File: config.mk
export PLATFORM = sky130hd
export DESIGN_NAME = cad_host_end_flat
export DESIGN_NICKNAME = d
export VERILOG_FILES = /design/src/logic/cad_pkg.sv /design/src/logic/cad_link_if.sv /design/src/logic/cad_addr_dec.sv /design/src/logic/cad_host_end.sv /design/src/flat_wrapper.sv
export VERILOG_INCLUDE_DIRS = /design/src /design/src/logic
export SDC_FILE = /design/constraint.sdc
export NUM_CORES = 1
export LEC_CHECK = 0
export ABC_AREA = 1
export ABC_CLOCK_PERIOD_IN_PS = 15210
export BUFFER_PORTS_ARGS = -buffer_cell sky130_fd_sc_hd__buf_2
export CAP_MARGIN = 25
export CORE_AREA = 3 3 183 185
export DETAILED_ROUTE_END_ITERATION = 6
export DIE_AREA = 0 0 186 188
export PLACE_DENSITY = 0.66
export SLEW_MARGIN = 20
export SYNTH_ARGS = -nofsm -noshare
export SYNTH_HDL_FRONTEND = slang
export SYNTH_SLANG_ARGS = --single-unit
export TNS_END_PERCENT = 100
File: constraint.sdc
create_clock -name clock -period 15.21 [get_ports clock]
set_input_delay 2.2815 -clock clock [delete_from_list [all_inputs] [get_ports clock]]
set_output_delay 2.2815 -clock clock [all_outputs]
set_load 0.05 [all_outputs]
File: src/logic/cad_map.svh
// Address layout and constants for configuration access decoding
`ifndef CAD_MAP_SVH
`define CAD_MAP_SVH
`define CAD_T0_PREFIX    40'h00_00fd_fe
`define CAD_T1_PREFIX    40'h00_00fd_ff
`define CAD_XT0_PREFIX   36'h0_0000_fe0
`define CAD_XT1_PREFIX   36'h0_0000_fe1
`define CAD_PFX_LSB      24
`define CAD_XPFX_LSB     28
`define CAD_UREG_LSB     24
`define CAD_BUS_LSB      16
`define CAD_DEV_LSB      11
`define CAD_FN_LSB       8
`define CAD_REG_LSB      2
`define CAD_SW_BUS_LSB   20
`define CAD_SW_DEV_LSB   15
`define CAD_SW_FN_LSB    12
`define CAD_SW_REG_LSB   2
`define CAD_MAX_UID      5'h1f
`define CAD_HOST_UID     5'h00
`endif

File: src/logic/cad_pkg.sv
// Types for configuration access decoding
package cad_pkg;
  typedef enum logic [2:0] {
    CAD_K_NONE = 3'b000,
    CAD_K_T0   = 3'b001,
    CAD_K_T1   = 3'b010,
    CAD_K_XT0  = 3'b011,
    CAD_K_XT1  = 3'b100
  } cad_kind_e;
  typedef enum logic [1:0] {
    CAD_R_OK     = 2'b00,
    CAD_R_MABORT = 2'b01,
    CAD_R_TABORT = 2'b10
  } cad_resp_e;
endpackage

File: src/logic/cad_link_if.sv
// Link between host bridge end and chain device end
`timescale 1ns/1ns
`default_nettype none
interface cad_link_if;
  logic        dn_valid;
  logic [63:0] dn_addr;
  logic        dn_write;
  logic        dn_posted;
  logic [3:0]  dn_mask;
  logic [31:0] dn_wdata;
  logic        up_valid;
  logic [63:0] up_addr;
  logic        up_write;
  logic        up_posted;
  logic [31:0] up_wdata;
  logic        rsp_valid;
  cad_pkg::cad_resp_e rsp_code;
  logic [31:0] rsp_rdata;
  logic        hrsp_valid;
  cad_pkg::cad_resp_e hrsp_code;
  logic [31:0] hrsp_rdata;
  modport host (output dn_valid, dn_addr, dn_write, dn_posted, dn_mask, dn_wdata,
                input up_valid, up_addr, up_write, up_posted, up_wdata,
                input rsp_valid, rsp_code, rsp_rdata,
                output hrsp_valid, hrsp_code, hrsp_rdata);
  modport dev (input dn_valid, dn_addr, dn_write, dn_posted, dn_mask, dn_wdata,
               output up_valid, up_addr, up_write, up_posted, up_wdata,
               output rsp_valid, rsp_code, rsp_rdata,
               input hrsp_valid, hrsp_code, hrsp_rdata);
endinterface
`default_nettype wire

File: src/logic/cad_addr_dec.sv
// Configuration address classifier and field extractor
`timescale 1ns/1ns
`default_nettype none
`include "cad_map.svh"
module cad_addr_dec (
  input  wire logic [63:0]       addr,
  output cad_pkg::cad_kind_e     kind,
  output logic      [7:0]        bus,
  output logic      [4:0]        dev,
  output logic      [2:0]        fn,
  output logic      [9:0]        regn
);
  logic [39:0] pfx;
  logic [35:0] xpfx;
  assign pfx  = addr[63:`CAD_PFX_LSB];
  assign xpfx = addr[63:`CAD_XPFX_LSB];
  always_comb begin
    if (pfx == `CAD_T0_PREFIX) begin
      kind = cad_pkg::CAD_K_T0;
    end else if (pfx == `CAD_T1_PREFIX) begin
      kind = cad_pkg::CAD_K_T1;
    end else if (xpfx == `CAD_XT0_PREFIX) begin
      kind = cad_pkg::CAD_K_XT0;
    end else if (xpfx == `CAD_XT1_PREFIX) begin
      kind = cad_pkg::CAD_K_XT1;
    end else begin
      kind = cad_pkg::CAD_K_NONE;
    end
  end
  assign bus = addr[`CAD_BUS_LSB+7:`CAD_BUS_LSB];
  assign dev = addr[`CAD_DEV_LSB+4:`CAD_DEV_LSB];
  assign fn  = addr[`CAD_FN_LSB+2:`CAD_FN_LSB];
  assign regn = (kind == cad_pkg::CAD_K_XT0 || kind == cad_pkg::CAD_K_XT1) ?
                {addr[`CAD_UREG_LSB+3:`CAD_UREG_LSB], addr[`CAD_REG_LSB+5:`CAD_REG_LSB]} :
                {4'h0, addr[`CAD_REG_LSB+5:`CAD_REG_LSB]};
endmodule
`default_nettype wire

File: src/logic/cad_host_end.sv
// Host bridge end: issues, reflects, accepts or aborts configuration requests
`timescale 1ns/1ns
`default_nettype none
`include "cad_map.svh"
module cad_host_end (
  input  wire logic         clock,
  input  wire logic         sys_rst,
  cad_link_if.host          link,
  input  wire logic         sw_valid,
  output logic              sw_ready,
  input  wire logic         sw_type1,
  input  wire logic         sw_write,
  input  wire logic [27:0]  sw_addr,
  input  wire logic [3:0]   sw_mask,
  input  wire logic [31:0]  sw_wdata,
  output logic              sw_done,
  output cad_pkg::cad_resp_e sw_resp,
  output logic [31:0]       sw_rdata,
  input  wire logic         up_cfg_en,
  input  wire logic [7:0]   local_bus,
  input  wire logic [7:0]   host_bus,
  output logic              loc_valid,
  output logic              loc_write,
  output logic [7:0]        loc_reg,
  output logic [31:0]       loc_wdata,
  input  wire logic [31:0]  loc_rdata
);
  typedef enum logic [1:0] {
    CAD_H_IDLE = 2'b00,
    CAD_H_SW   = 2'b01,
    CAD_H_REFL = 2'b10
  } cad_hstate_e;
  cad_hstate_e        st_q;
  logic               dn_valid_q;
  logic [63:0]        dn_addr_q;
  logic               dn_write_q;
  logic [3:0]         dn_mask_q;
  logic [31:0]        dn_wdata_q;
  logic               hrsp_valid_q;
  cad_pkg::cad_resp_e hrsp_code_q;
  logic [31:0]        hrsp_rdata_q;
  logic               done_q;
  cad_pkg::cad_resp_e resp_q;
  logic [31:0]        rdata_q;
  logic               loc_valid_q;
  logic               loc_write_q;
  logic [7:0]         loc_reg_q;
  logic [31:0]        loc_wdata_q;
  logic               loc_ack_q;
  logic               up_busy_q;
  cad_pkg::cad_kind_e up_kind;
  logic [7:0]         up_bus;
  logic [4:0]         up_dev;
  logic [9:0]         up_reg;
  logic [63:0]        sw_pkt;
  logic               up_cfg;
  cad_addr_dec u_up_dec (
    .addr (link.up_addr),
    .kind (up_kind),
    .bus  (up_bus),
    .dev  (up_dev),
    .fn   (),
    .regn (up_reg)
  );
  // Flat software address to packet
  assign sw_pkt = {sw_type1 ? `CAD_T1_PREFIX : `CAD_T0_PREFIX,
                   sw_addr[`CAD_SW_BUS_LSB+7:`CAD_SW_BUS_LSB],
                   sw_addr[`CAD_SW_DEV_LSB+4:`CAD_SW_DEV_LSB],
                   sw_addr[`CAD_SW_FN_LSB+2:`CAD_SW_FN_LSB],
                   sw_addr[`CAD_SW_REG_LSB+5:`CAD_SW_REG_LSB], 2'b00};
  assign up_cfg   = link.up_valid && !link.up_posted && up_kind != cad_pkg::CAD_K_NONE &&
                    !up_busy_q;
  assign sw_ready = (st_q == CAD_H_IDLE) && !link.up_valid;
  // One answer per held upstream request
  always_ff @(posedge clock or posedge sys_rst) begin
    if (sys_rst) begin
      up_busy_q <= 1'b0;
    end else if (!link.up_valid) begin
      up_busy_q <= 1'b0;
    end else if (up_cfg && st_q == CAD_H_IDLE) begin
      up_busy_q <= 1'b1;
    end
  end
  // Request sequencing
  always_ff @(posedge clock or posedge sys_rst) begin
    if (sys_rst) begin
      st_q       <= CAD_H_IDLE;
      dn_valid_q <= 1'b0;
      dn_addr_q  <= 64'h0;
      dn_write_q <= 1'b0;
      dn_mask_q  <= 4'h0;
      dn_wdata_q <= 32'h0;
    end else begin
      dn_valid_q <= 1'b0;
      unique case (st_q)
        CAD_H_IDLE: begin
          if (up_cfg && up_cfg_en && (up_kind == cad_pkg::CAD_K_T1 ||
              up_kind == cad_pkg::CAD_K_XT1) && up_bus == local_bus) begin
            st_q       <= CAD_H_REFL;
            dn_valid_q <= 1'b1;
            dn_addr_q  <= {up_kind == cad_pkg::CAD_K_T1 ? `CAD_T0_PREFIX :
                           {`CAD_XT0_PREFIX, link.up_addr[27:24]},
                           link.up_addr[23:0]};
            dn_write_q <= link.up_write;
            dn_mask_q  <= 4'hf;
            dn_wdata_q <= link.up_wdata;
          end else if (sw_valid && sw_ready) begin
            st_q       <= CAD_H_SW;
            dn_valid_q <= 1'b1;
            dn_addr_q  <= sw_pkt;
            dn_write_q <= sw_write;
            dn_mask_q  <= sw_mask;
            dn_wdata_q <= sw_wdata;
          end
        end
        CAD_H_SW, CAD_H_REFL: begin
          if (link.rsp_valid) begin
            st_q <= CAD_H_IDLE;
          end
        end
        default: st_q <= CAD_H_IDLE;
      endcase
    end
  end
  // Software completion
  always_ff @(posedge clock or posedge sys_rst) begin
    if (sys_rst) begin
      done_q  <= 1'b0;
      resp_q  <= cad_pkg::CAD_R_OK;
      rdata_q <= 32'h0;
    end else begin
      done_q <= (st_q == CAD_H_SW) && link.rsp_valid;
      if ((st_q == CAD_H_SW) && link.rsp_valid) begin
        resp_q  <= link.rsp_code;
        rdata_q <= link.rsp_rdata;
      end
    end
  end
  // Upstream answers: reflect result, local service, or abort
  always_ff @(posedge clock or posedge sys_rst) begin
    if (sys_rst) begin
      hrsp_valid_q <= 1'b0;
      hrsp_code_q  <= cad_pkg::CAD_R_OK;
      hrsp_rdata_q <= 32'h0;
      loc_valid_q  <= 1'b0;
      loc_write_q  <= 1'b0;
      loc_reg_q    <= 8'h0;
      loc_wdata_q  <= 32'h0;
      loc_ack_q    <= 1'b0;
    end else begin
      hrsp_valid_q <= 1'b0;
      loc_valid_q  <= 1'b0;
      loc_ack_q    <= loc_valid_q && !loc_write_q;
      if ((st_q == CAD_H_REFL) && link.rsp_valid) begin
        hrsp_valid_q <= 1'b1;
        hrsp_code_q  <= link.rsp_code;
        hrsp_rdata_q <= link.rsp_rdata;
      end else if (loc_ack_q) begin
        hrsp_valid_q <= 1'b1;
        hrsp_code_q  <= cad_pkg::CAD_R_OK;
        hrsp_rdata_q <= loc_rdata;
      end else if (st_q == CAD_H_IDLE && up_cfg) begin
        if (!up_cfg_en || up_kind == cad_pkg::CAD_K_T0 || up_kind == cad_pkg::CAD_K_XT0) begin
          hrsp_valid_q <= 1'b1;
          hrsp_code_q  <= cad_pkg::CAD_R_TABORT;
        end else if (up_bus == host_bus && up_bus != local_bus) begin
          loc_valid_q <= 1'b1;
          loc_write_q <= link.up_write;
          loc_reg_q   <= up_reg[7:0];
          loc_wdata_q <= link.up_wdata;
          if (link.up_write) begin
            hrsp_valid_q <= 1'b1;
            hrsp_code_q  <= cad_pkg::CAD_R_OK;
          end
        end else if (up_bus != local_bus) begin
          hrsp_valid_q <= 1'b1;
          hrsp_code_q  <= cad_pkg::CAD_R_MABORT;
        end
      end
    end
  end
  assign link.dn_valid   = dn_valid_q;
  assign link.dn_addr    = dn_addr_q;
  assign link.dn_write   = dn_write_q;
  assign link.dn_posted  = 1'b0;
  assign link.dn_mask    = dn_mask_q;
  assign link.dn_wdata   = dn_wdata_q;
  assign link.hrsp_valid = hrsp_valid_q;
  assign link.hrsp_code  = hrsp_code_q;
  assign link.hrsp_rdata = hrsp_rdata_q;
  assign sw_done   = done_q;
  assign sw_resp   = resp_q;
  assign sw_rdata  = rdata_q;
  assign loc_valid = loc_valid_q;
  assign loc_write = loc_write_q;
  assign loc_reg   = loc_reg_q;
  assign loc_wdata = loc_wdata_q;
endmodule
`default_nettype wire

File: src/flat_wrapper.sv
// flat-port wrapper written by rule: the top's interface ports become plain ports
module cad_host_end_flat 
  (clock, sys_rst, sw_valid, sw_ready, sw_type1, sw_write, sw_addr, sw_mask, sw_wdata, sw_done, sw_resp, sw_rdata, up_cfg_en, local_bus, host_bus, loc_valid, loc_write, loc_reg, loc_wdata, loc_rdata, link_dn_valid, link_dn_addr, link_dn_write, link_dn_posted, link_dn_mask, link_dn_wdata, link_up_valid, link_up_addr, link_up_write, link_up_posted, link_up_wdata, link_rsp_valid, link_rsp_code, link_rsp_rdata, link_hrsp_valid, link_hrsp_code, link_hrsp_rdata);
  cad_link_if link_i ();
  input  wire logic clock;
  input  wire logic sys_rst;
  input  wire logic sw_valid;
  output logic sw_ready;
  input  wire logic sw_type1;
  input  wire logic sw_write;
  input  wire logic [27:0] sw_addr;
  input  wire logic [3:0] sw_mask;
  input  wire logic [31:0] sw_wdata;
  output logic sw_done;
  output cad_pkg::cad_resp_e sw_resp;
  output logic [31:0] sw_rdata;
  input  wire logic up_cfg_en;
  input  wire logic [7:0] local_bus;
  input  wire logic [7:0] host_bus;
  output logic loc_valid;
  output logic loc_write;
  output logic [7:0] loc_reg;
  output logic [31:0] loc_wdata;
  input  wire logic [31:0] loc_rdata;
  output wire logic [$bits(link_i.dn_valid)-1:0] link_dn_valid;
  output wire logic [$bits(link_i.dn_addr)-1:0] link_dn_addr;
  output wire logic [$bits(link_i.dn_write)-1:0] link_dn_write;
  output wire logic [$bits(link_i.dn_posted)-1:0] link_dn_posted;
  output wire logic [$bits(link_i.dn_mask)-1:0] link_dn_mask;
  output wire logic [$bits(link_i.dn_wdata)-1:0] link_dn_wdata;
  input wire logic [$bits(link_i.up_valid)-1:0] link_up_valid;
  input wire logic [$bits(link_i.up_addr)-1:0] link_up_addr;
  input wire logic [$bits(link_i.up_write)-1:0] link_up_write;
  input wire logic [$bits(link_i.up_posted)-1:0] link_up_posted;
  input wire logic [$bits(link_i.up_wdata)-1:0] link_up_wdata;
  input wire logic [$bits(link_i.rsp_valid)-1:0] link_rsp_valid;
  input wire logic [$bits(link_i.rsp_code)-1:0] link_rsp_code;
  input wire logic [$bits(link_i.rsp_rdata)-1:0] link_rsp_rdata;
  output wire logic [$bits(link_i.hrsp_valid)-1:0] link_hrsp_valid;
  output wire logic [$bits(link_i.hrsp_code)-1:0] link_hrsp_code;
  output wire logic [$bits(link_i.hrsp_rdata)-1:0] link_hrsp_rdata;
  assign link_dn_valid = link_i.dn_valid;
  assign link_dn_addr = link_i.dn_addr;
  assign link_dn_write = link_i.dn_write;
  assign link_dn_posted = link_i.dn_posted;
  assign link_dn_mask = link_i.dn_mask;
  assign link_dn_wdata = link_i.dn_wdata;
  assign link_i.up_valid = link_up_valid;
  assign link_i.up_addr = link_up_addr;
  assign link_i.up_write = link_up_write;
  assign link_i.up_posted = link_up_posted;
  assign link_i.up_wdata = link_up_wdata;
  assign link_i.rsp_valid = link_rsp_valid;
  assign link_i.rsp_code = link_rsp_code;
  assign link_i.rsp_rdata = link_rsp_rdata;
  assign link_hrsp_valid = link_i.hrsp_valid;
  assign link_hrsp_code = link_i.hrsp_code;
  assign link_hrsp_rdata = link_i.hrsp_rdata;
  cad_host_end u_core (.clock(clock), .sys_rst(sys_rst), .link(link_i), .sw_valid(sw_valid), .sw_ready(sw_ready), .sw_type1(sw_type1), .sw_write(sw_write), .sw_addr(sw_addr), .sw_mask(sw_mask), .sw_wdata(sw_wdata), .sw_done(sw_done), .sw_resp(sw_resp), .sw_rdata(sw_rdata), .up_cfg_en(up_cfg_en), .local_bus(local_bus), .host_bus(host_bus), .loc_valid(loc_valid), .loc_write(loc_write), .loc_reg(loc_reg), .loc_wdata(loc_wdata), .loc_rdata(loc_rdata));
endmodule
# Yosys cells after proc, flatten, opt, wreduce, memory -nomap -nowiden

Cells that the tools add are included.

Flip-flop bits (word level): 218
Word-level logic and storage cells: 116
Output and inout port bits: 216
Input port bits: 252

Bitwise logic cells: 3
Eq/ne operators: 17
Reduce and logical (&&, ||, !) cells: 33
Multiplexer cells: 45

Operators by type and width:

| cell                                                  | count |
|---|---|
| 2-to-1 mux 32 bit                                     | 4 |
| 2-to-1 mux 64 bit                                     | 2 |
| equality test 40 x 16 -> 1 bit, second input constant | 2 |
| equality test 36 x 12 -> 1 bit, second input constant | 2 |
| 2-to-1 mux 1 bit                                      | 20 |
| 2-to-1 mux 2 bit                                      | 10 |
| equality test 8 bit                                   | 2 |
| logical AND 1 bit                                     | 13 |
| 2-to-1 mux 3 bit                                      | 4 |
| 2-to-1 mux 10 bit                                     | 1 |
| 2-to-1 mux 4 bit                                      | 2 |
| 2-to-1 mux 8 bit                                      | 1 |
| != test 8 bit                                         | 1 |
| equality test 3 x 2 -> 1 bit, second input constant   | 2 |
| nonzero test 3 bit                                    | 2 |
| logical NOT 1 bit                                     | 5 |
| != test 5 x 2 -> 1 bit, second input constant         | 1 |
| AND reduction 5 bit                                   | 1 |
| nonzero test 5 bit                                    | 1 |
| logical OR 1 bit                                      | 4 |
| one-hot mux 2 bit (2 select lines)                    | 1 |
| AND reduction 2 bit                                   | 2 |
| nonzero test 2 bit                                    | 2 |
| equality test 3 x 1 -> 1 bit, second input constant   | 1 |
| other kinds (10)                                      | 12 |

# Logic depth before layout (Yosys ltp)

Depth in word-level cells: 13
Depth in mapped cells: 13
Depth with buffers taken out: 13

# Hierarchy

From an unflattened synthesis, not the netlist that was laid out.

Cells, all modules: 1274
Area, all modules: 9561.7 sq um

By module, submodules not included:

| module       | cells each | area each (sq um) | times used | sequential area each (sq um) |
|---|---|---|---|---|
| cad_host_end | 1173       | 9023.7            | 1          | 4629.4 |
| cad_addr_dec | 101        | 538.0             | 1          | 0.0 |

# Worst setup path before layout

No wires, ideal clock.

Path kind: input port to output port
Start: in link_up_valid
End: out sw_ready
Arrival: 2.964 ns
Slack: 9.965 ns
Cell stages on the path: 1
Required time: 12.929 ns
Cells stage by stage: nor2_1

Cells in the longest elaborated chain, start to end: 2

RTL lines:

| element            | line               | text |
|---|---|---|
| start: declaration | flat_wrapper.sv:31 | `input wire logic [$bits(link_i.up_valid)-1:0] link_up_valid;` |
| logical NOT 1 bit  | cad_host_end.sv:73 | `assign sw_ready = (st_q == CAD_H_IDLE) && !link.up_valid;` |
| logical AND 1 bit  | cad_host_end.sv:73 |  |
| end: declaration   | flat_wrapper.sv:8  | `output logic sw_ready;` |

Every way passes these cells.

# Final worst setup path

Ends and elaborated chain as after synthesis.

==> results.txt <==
----------------------------------------------------
[Run status]
  Outcome ... completed

[Place]
  Placed cell area ... 11700 µm²
  Post-detailed-placement half-perimeter wirelength ... 24200 µm
  Last weighted congestion value of the routability-driven placer ... 0.878
  IO Port Bufs ... 436

[Die]
  Overall die height ... 188 µm
  Horizontal extent of the die ... 186 µm
  Number of top-level pins ... 468
  Total core area ... 32200 µm²
  Initial core utilization ... 29.1%
  Standard-cell row count ... 66
  Overall die area ... 35000 µm²

[Power and ir drop]
  Worst ir drop on vdd ... 0.0000983 V
  Clock share of power ... 26.3%
  Share of power burned in registers ... 33.5%
  Pwr dens ... 157 nW/µm²
  Combinational power share ... 40.2%
  Leakage power figure ... 0.00691 µW
  Total internal power ... 1080 µW
  Total power after layout ... 1950 µW
  Net switching component of the power ... 871 µW
  Switching share of power ... 44.6%

[Timing]
  Total setup violations reported at the end of the flow ... 0
  Final period util ... 33.9%
  Slew HR ... 41.5%
  Final hold vios ... 0
  Final period demand of the worst path ... 5.15 ns
  Total negative setup slack ... 0 ns
  Slew Limit Fails ... 0
  Slew at the pin closest to its max-slew limit ... 0.877 ns
  Timing-limited maximum frequency ... 194 MHz
  Setup repair after global routing missed its margin ... false
  Worst clock skew on the final layout ... 0.00685 ns

[GRT]
  Number of antenna violations at the first check in global routing ... 3
  Maximum number of pins on one net before global-route repair ... 125
  Total global routing overflow ... 0
  Overall track demand over capacity in global routing ... 18.7%
  Global-route wire length before repair ... 50900 µm
  Vias in the first global route ... 8949

[CTS]
  Maximum root-to-sink buffer count ... 2
  Clock Latency Late Sink ... 0.44 ns
  CTS Sinks ... 185
  Root Buffer ... clkbuf_16
  Number of hold-repair buffers added at the cts stage ... 0
  H-tree levels ... 4
  Resized Gates After CTS ... 0
  Clock transition time at the flip-flop clock pins of the worst setup and hold paths ... 0.07 ns
  Total CTS buffers ... 17
  Postcts setup bufs ... 0
  Clock tree from TritonCTS ... yes

[Critical path]
  Required time of the worst setup path ... 12.93 ns
  CP max FO ... 3
  Ordered list of cells on the worst path ... buf_2 > nor2_1 > buf_2
  Delay-heaviest family, CP ... buffers and inverters
  Worst path most repeated cell ... buf_2
  Delay contributed by the slowest stage of the critical path ... 0.30 ns
  Slowest cell on crit path ... buf_2
  Type of the setup path with the least slack ... in2out
  Sum of buffers and inverters on the critical path ... 2
  Arrival time at the worst endpoint ... 2.87 ns
  CP endpoint kind ... primary output
  Crit path launch type ... primary input

[Detailed routing]
  Detailed-route via count ... 9382
  Average wire length per cell after detail routing ... 17.3 µm
  Violation count after the first detailed-routing iteration ... 432
  Number of design rule violations left after detail routing ... 0
  Count of nets left with antenna violations after detail routing ... 0
  Length of the first detailed-routing pass in iterations ... 5
  Final wirelength ... 34000 µm
  Ratio of routed vias to standard cells ... 4.77

[Synth]
  Library cell with the largest summed area after synthesis ... dfrtp_1
  Most frequently used flop master after synthesis ... dfrtp_1
  Library cell with the highest instance count after synthesis ... nand2_1
  YS warnings ... 0
  Leading cell types by count after synthesis ... nand2_1 (340), dfrtp_1 (185), inv_1 (130)
  Count of flip-flops with a built-in enable after synthesis ... 0
  Number of instances in the synthesized netlist ... 1164
  Share of synthesized flip-flops with an asynchronous set or reset ... 100%
  Most area-consuming cells after synthesis ... dfrtp_1 (49%), nand2_1 (14%), nand3_1 (5.4%)
  Summed instance area of the synthesized netlist ... 9360 µm²
  Syn_area_per_cell ... 8.04 µm²
  Fraction of the yosys area taken by sequential cells ... 49.4%
  Count of distinct cell types in the synthesized netlist ... 32
  Number of flip-flops and latches in the synthesized netlist ... 185
  Share of Yosys cell area claimed by the top area cell type ... 49.4%

[Cells and area]
  Fin area ... 12400 µm²
  Net count of the finished layout ... 1800
  Area overhead of the layout relative to synthesis ... 32.4%
  Number of inserted diodes ... 0
  Share of cells above drive strength 1 ... 31.7%
  Fraction of the core area covered by cells at the end of the flow ... 38.5%

[Worst hold path]
  Class of the worst hold path ... reg2reg

[Flow run]
  Count of maximum capacitance violations ... 0

----------------------------------------------------
==> power by group through the flow <==
| stage | clock network [µW] | registers (µW) | logic, µW |
|---|---|---|---|
| after floorplan | 0 | 1040 | 197 |
| after global placement | 0 | 656 | 786 |
| after detailed placement | 0 | 659 | 792 |
| after CTS | 531 | 653 | 793 |
| after global routing | 554 | 668 | 837 |
| final | 514 | 653 | 784 |
==> logic make-up (layout without fill, tap and decap cells) <==
logic type,count (synthesis),in the layout,share of synthesized area [%]
AO/OA/AOI/OAI,116,116,7.19
flip-flops,185,185,49.4
AND/OR/NAND/NOR,605,605,30.2
buffers and inverters,240,610,11.5
XOR/XNOR,14,14,1.31
other,1,25,0.0400
adder cells (fa/ha/maj),3,3,0.401
==> layer usage <==
metal	global-route usage (%)	vias up	routed length, µm	part of all wire, %
met4	5.87	6	702	2.1
met2	32.1	401	16700	49
met5	0	-	39	0.11
met1	22.9	4455	13900	41
met3	4.99	49	2670	7.8
li1	-	4471	-	-
==> final cells by class <==
class	instances	area, µm²
Fill cell	3336	19800
Sequential cell	185	4630
Multi-Input combinational cell	763	3800
Timing Repair Buffer	448	2290
Tap cell	408	510
Inverter	130	495
Clock buffer	18	429
Clock inverter	14	233
==> final timing paths <==
kind / start / to / slack (ns) / cells after the start
max reg2reg: u_core.st_q[0] / u_core.loc_wdata[5] / 12.33 / 11
min in group asynchronous: sys_rst / u_core.sw_rdata[8] / 2.01 / 2
max in group asynchronous: sys_rst / u_core.up_busy_q / 11.76 / 3
min: u_core.loc_write / u_core.loc_ack_q / 0.45 / 1
max: link_up_valid / sw_ready / 10.06 / 3
min reg2reg: u_core.loc_write / u_core.loc_ack_q / 0.45 / 1
==> cells in the final DEF, fill, tap and decap left out, types with 2 or more instances in the layout <==
master,netlist,final
and2_1,3,3
buf_2,17,436
buf_4,40,11
bufinv_16,0,5
clkbuf_16,0,17
conb_1,1,25
dfrtp_1,185,185
ha_1,3,3
inv_1,130,129
inv_6,0,5
inv_8,0,4
nand2_1,340,337
nand2_4,1,3
nand3_1,101,100
nand3_2,1,2
nand3b_1,58,58
nand4_1,58,58
nand4_4,1,2
nor2_1,36,35
o211ai_1,32,32
o21ai_0,78,78
or2_2,2,2
xnor2_1,8,8
xor2_1,6,6
==> through the flow <==
stage | hold slack (ns) | std cells | setup slack [ns]
floorplan | 0.484 | 1188 | 7.90
CTS | 0.444 | 1966 | 10.01
global route | 0.468 | 1966 | 9.79
global placement | 0.424 | 1933 | 9.34
finish | 0.449 | 1966 | 10.06
detailed placement | 0.431 | 1934 | 9.54
Note: power is estimated with default switching activity, not from simulation.
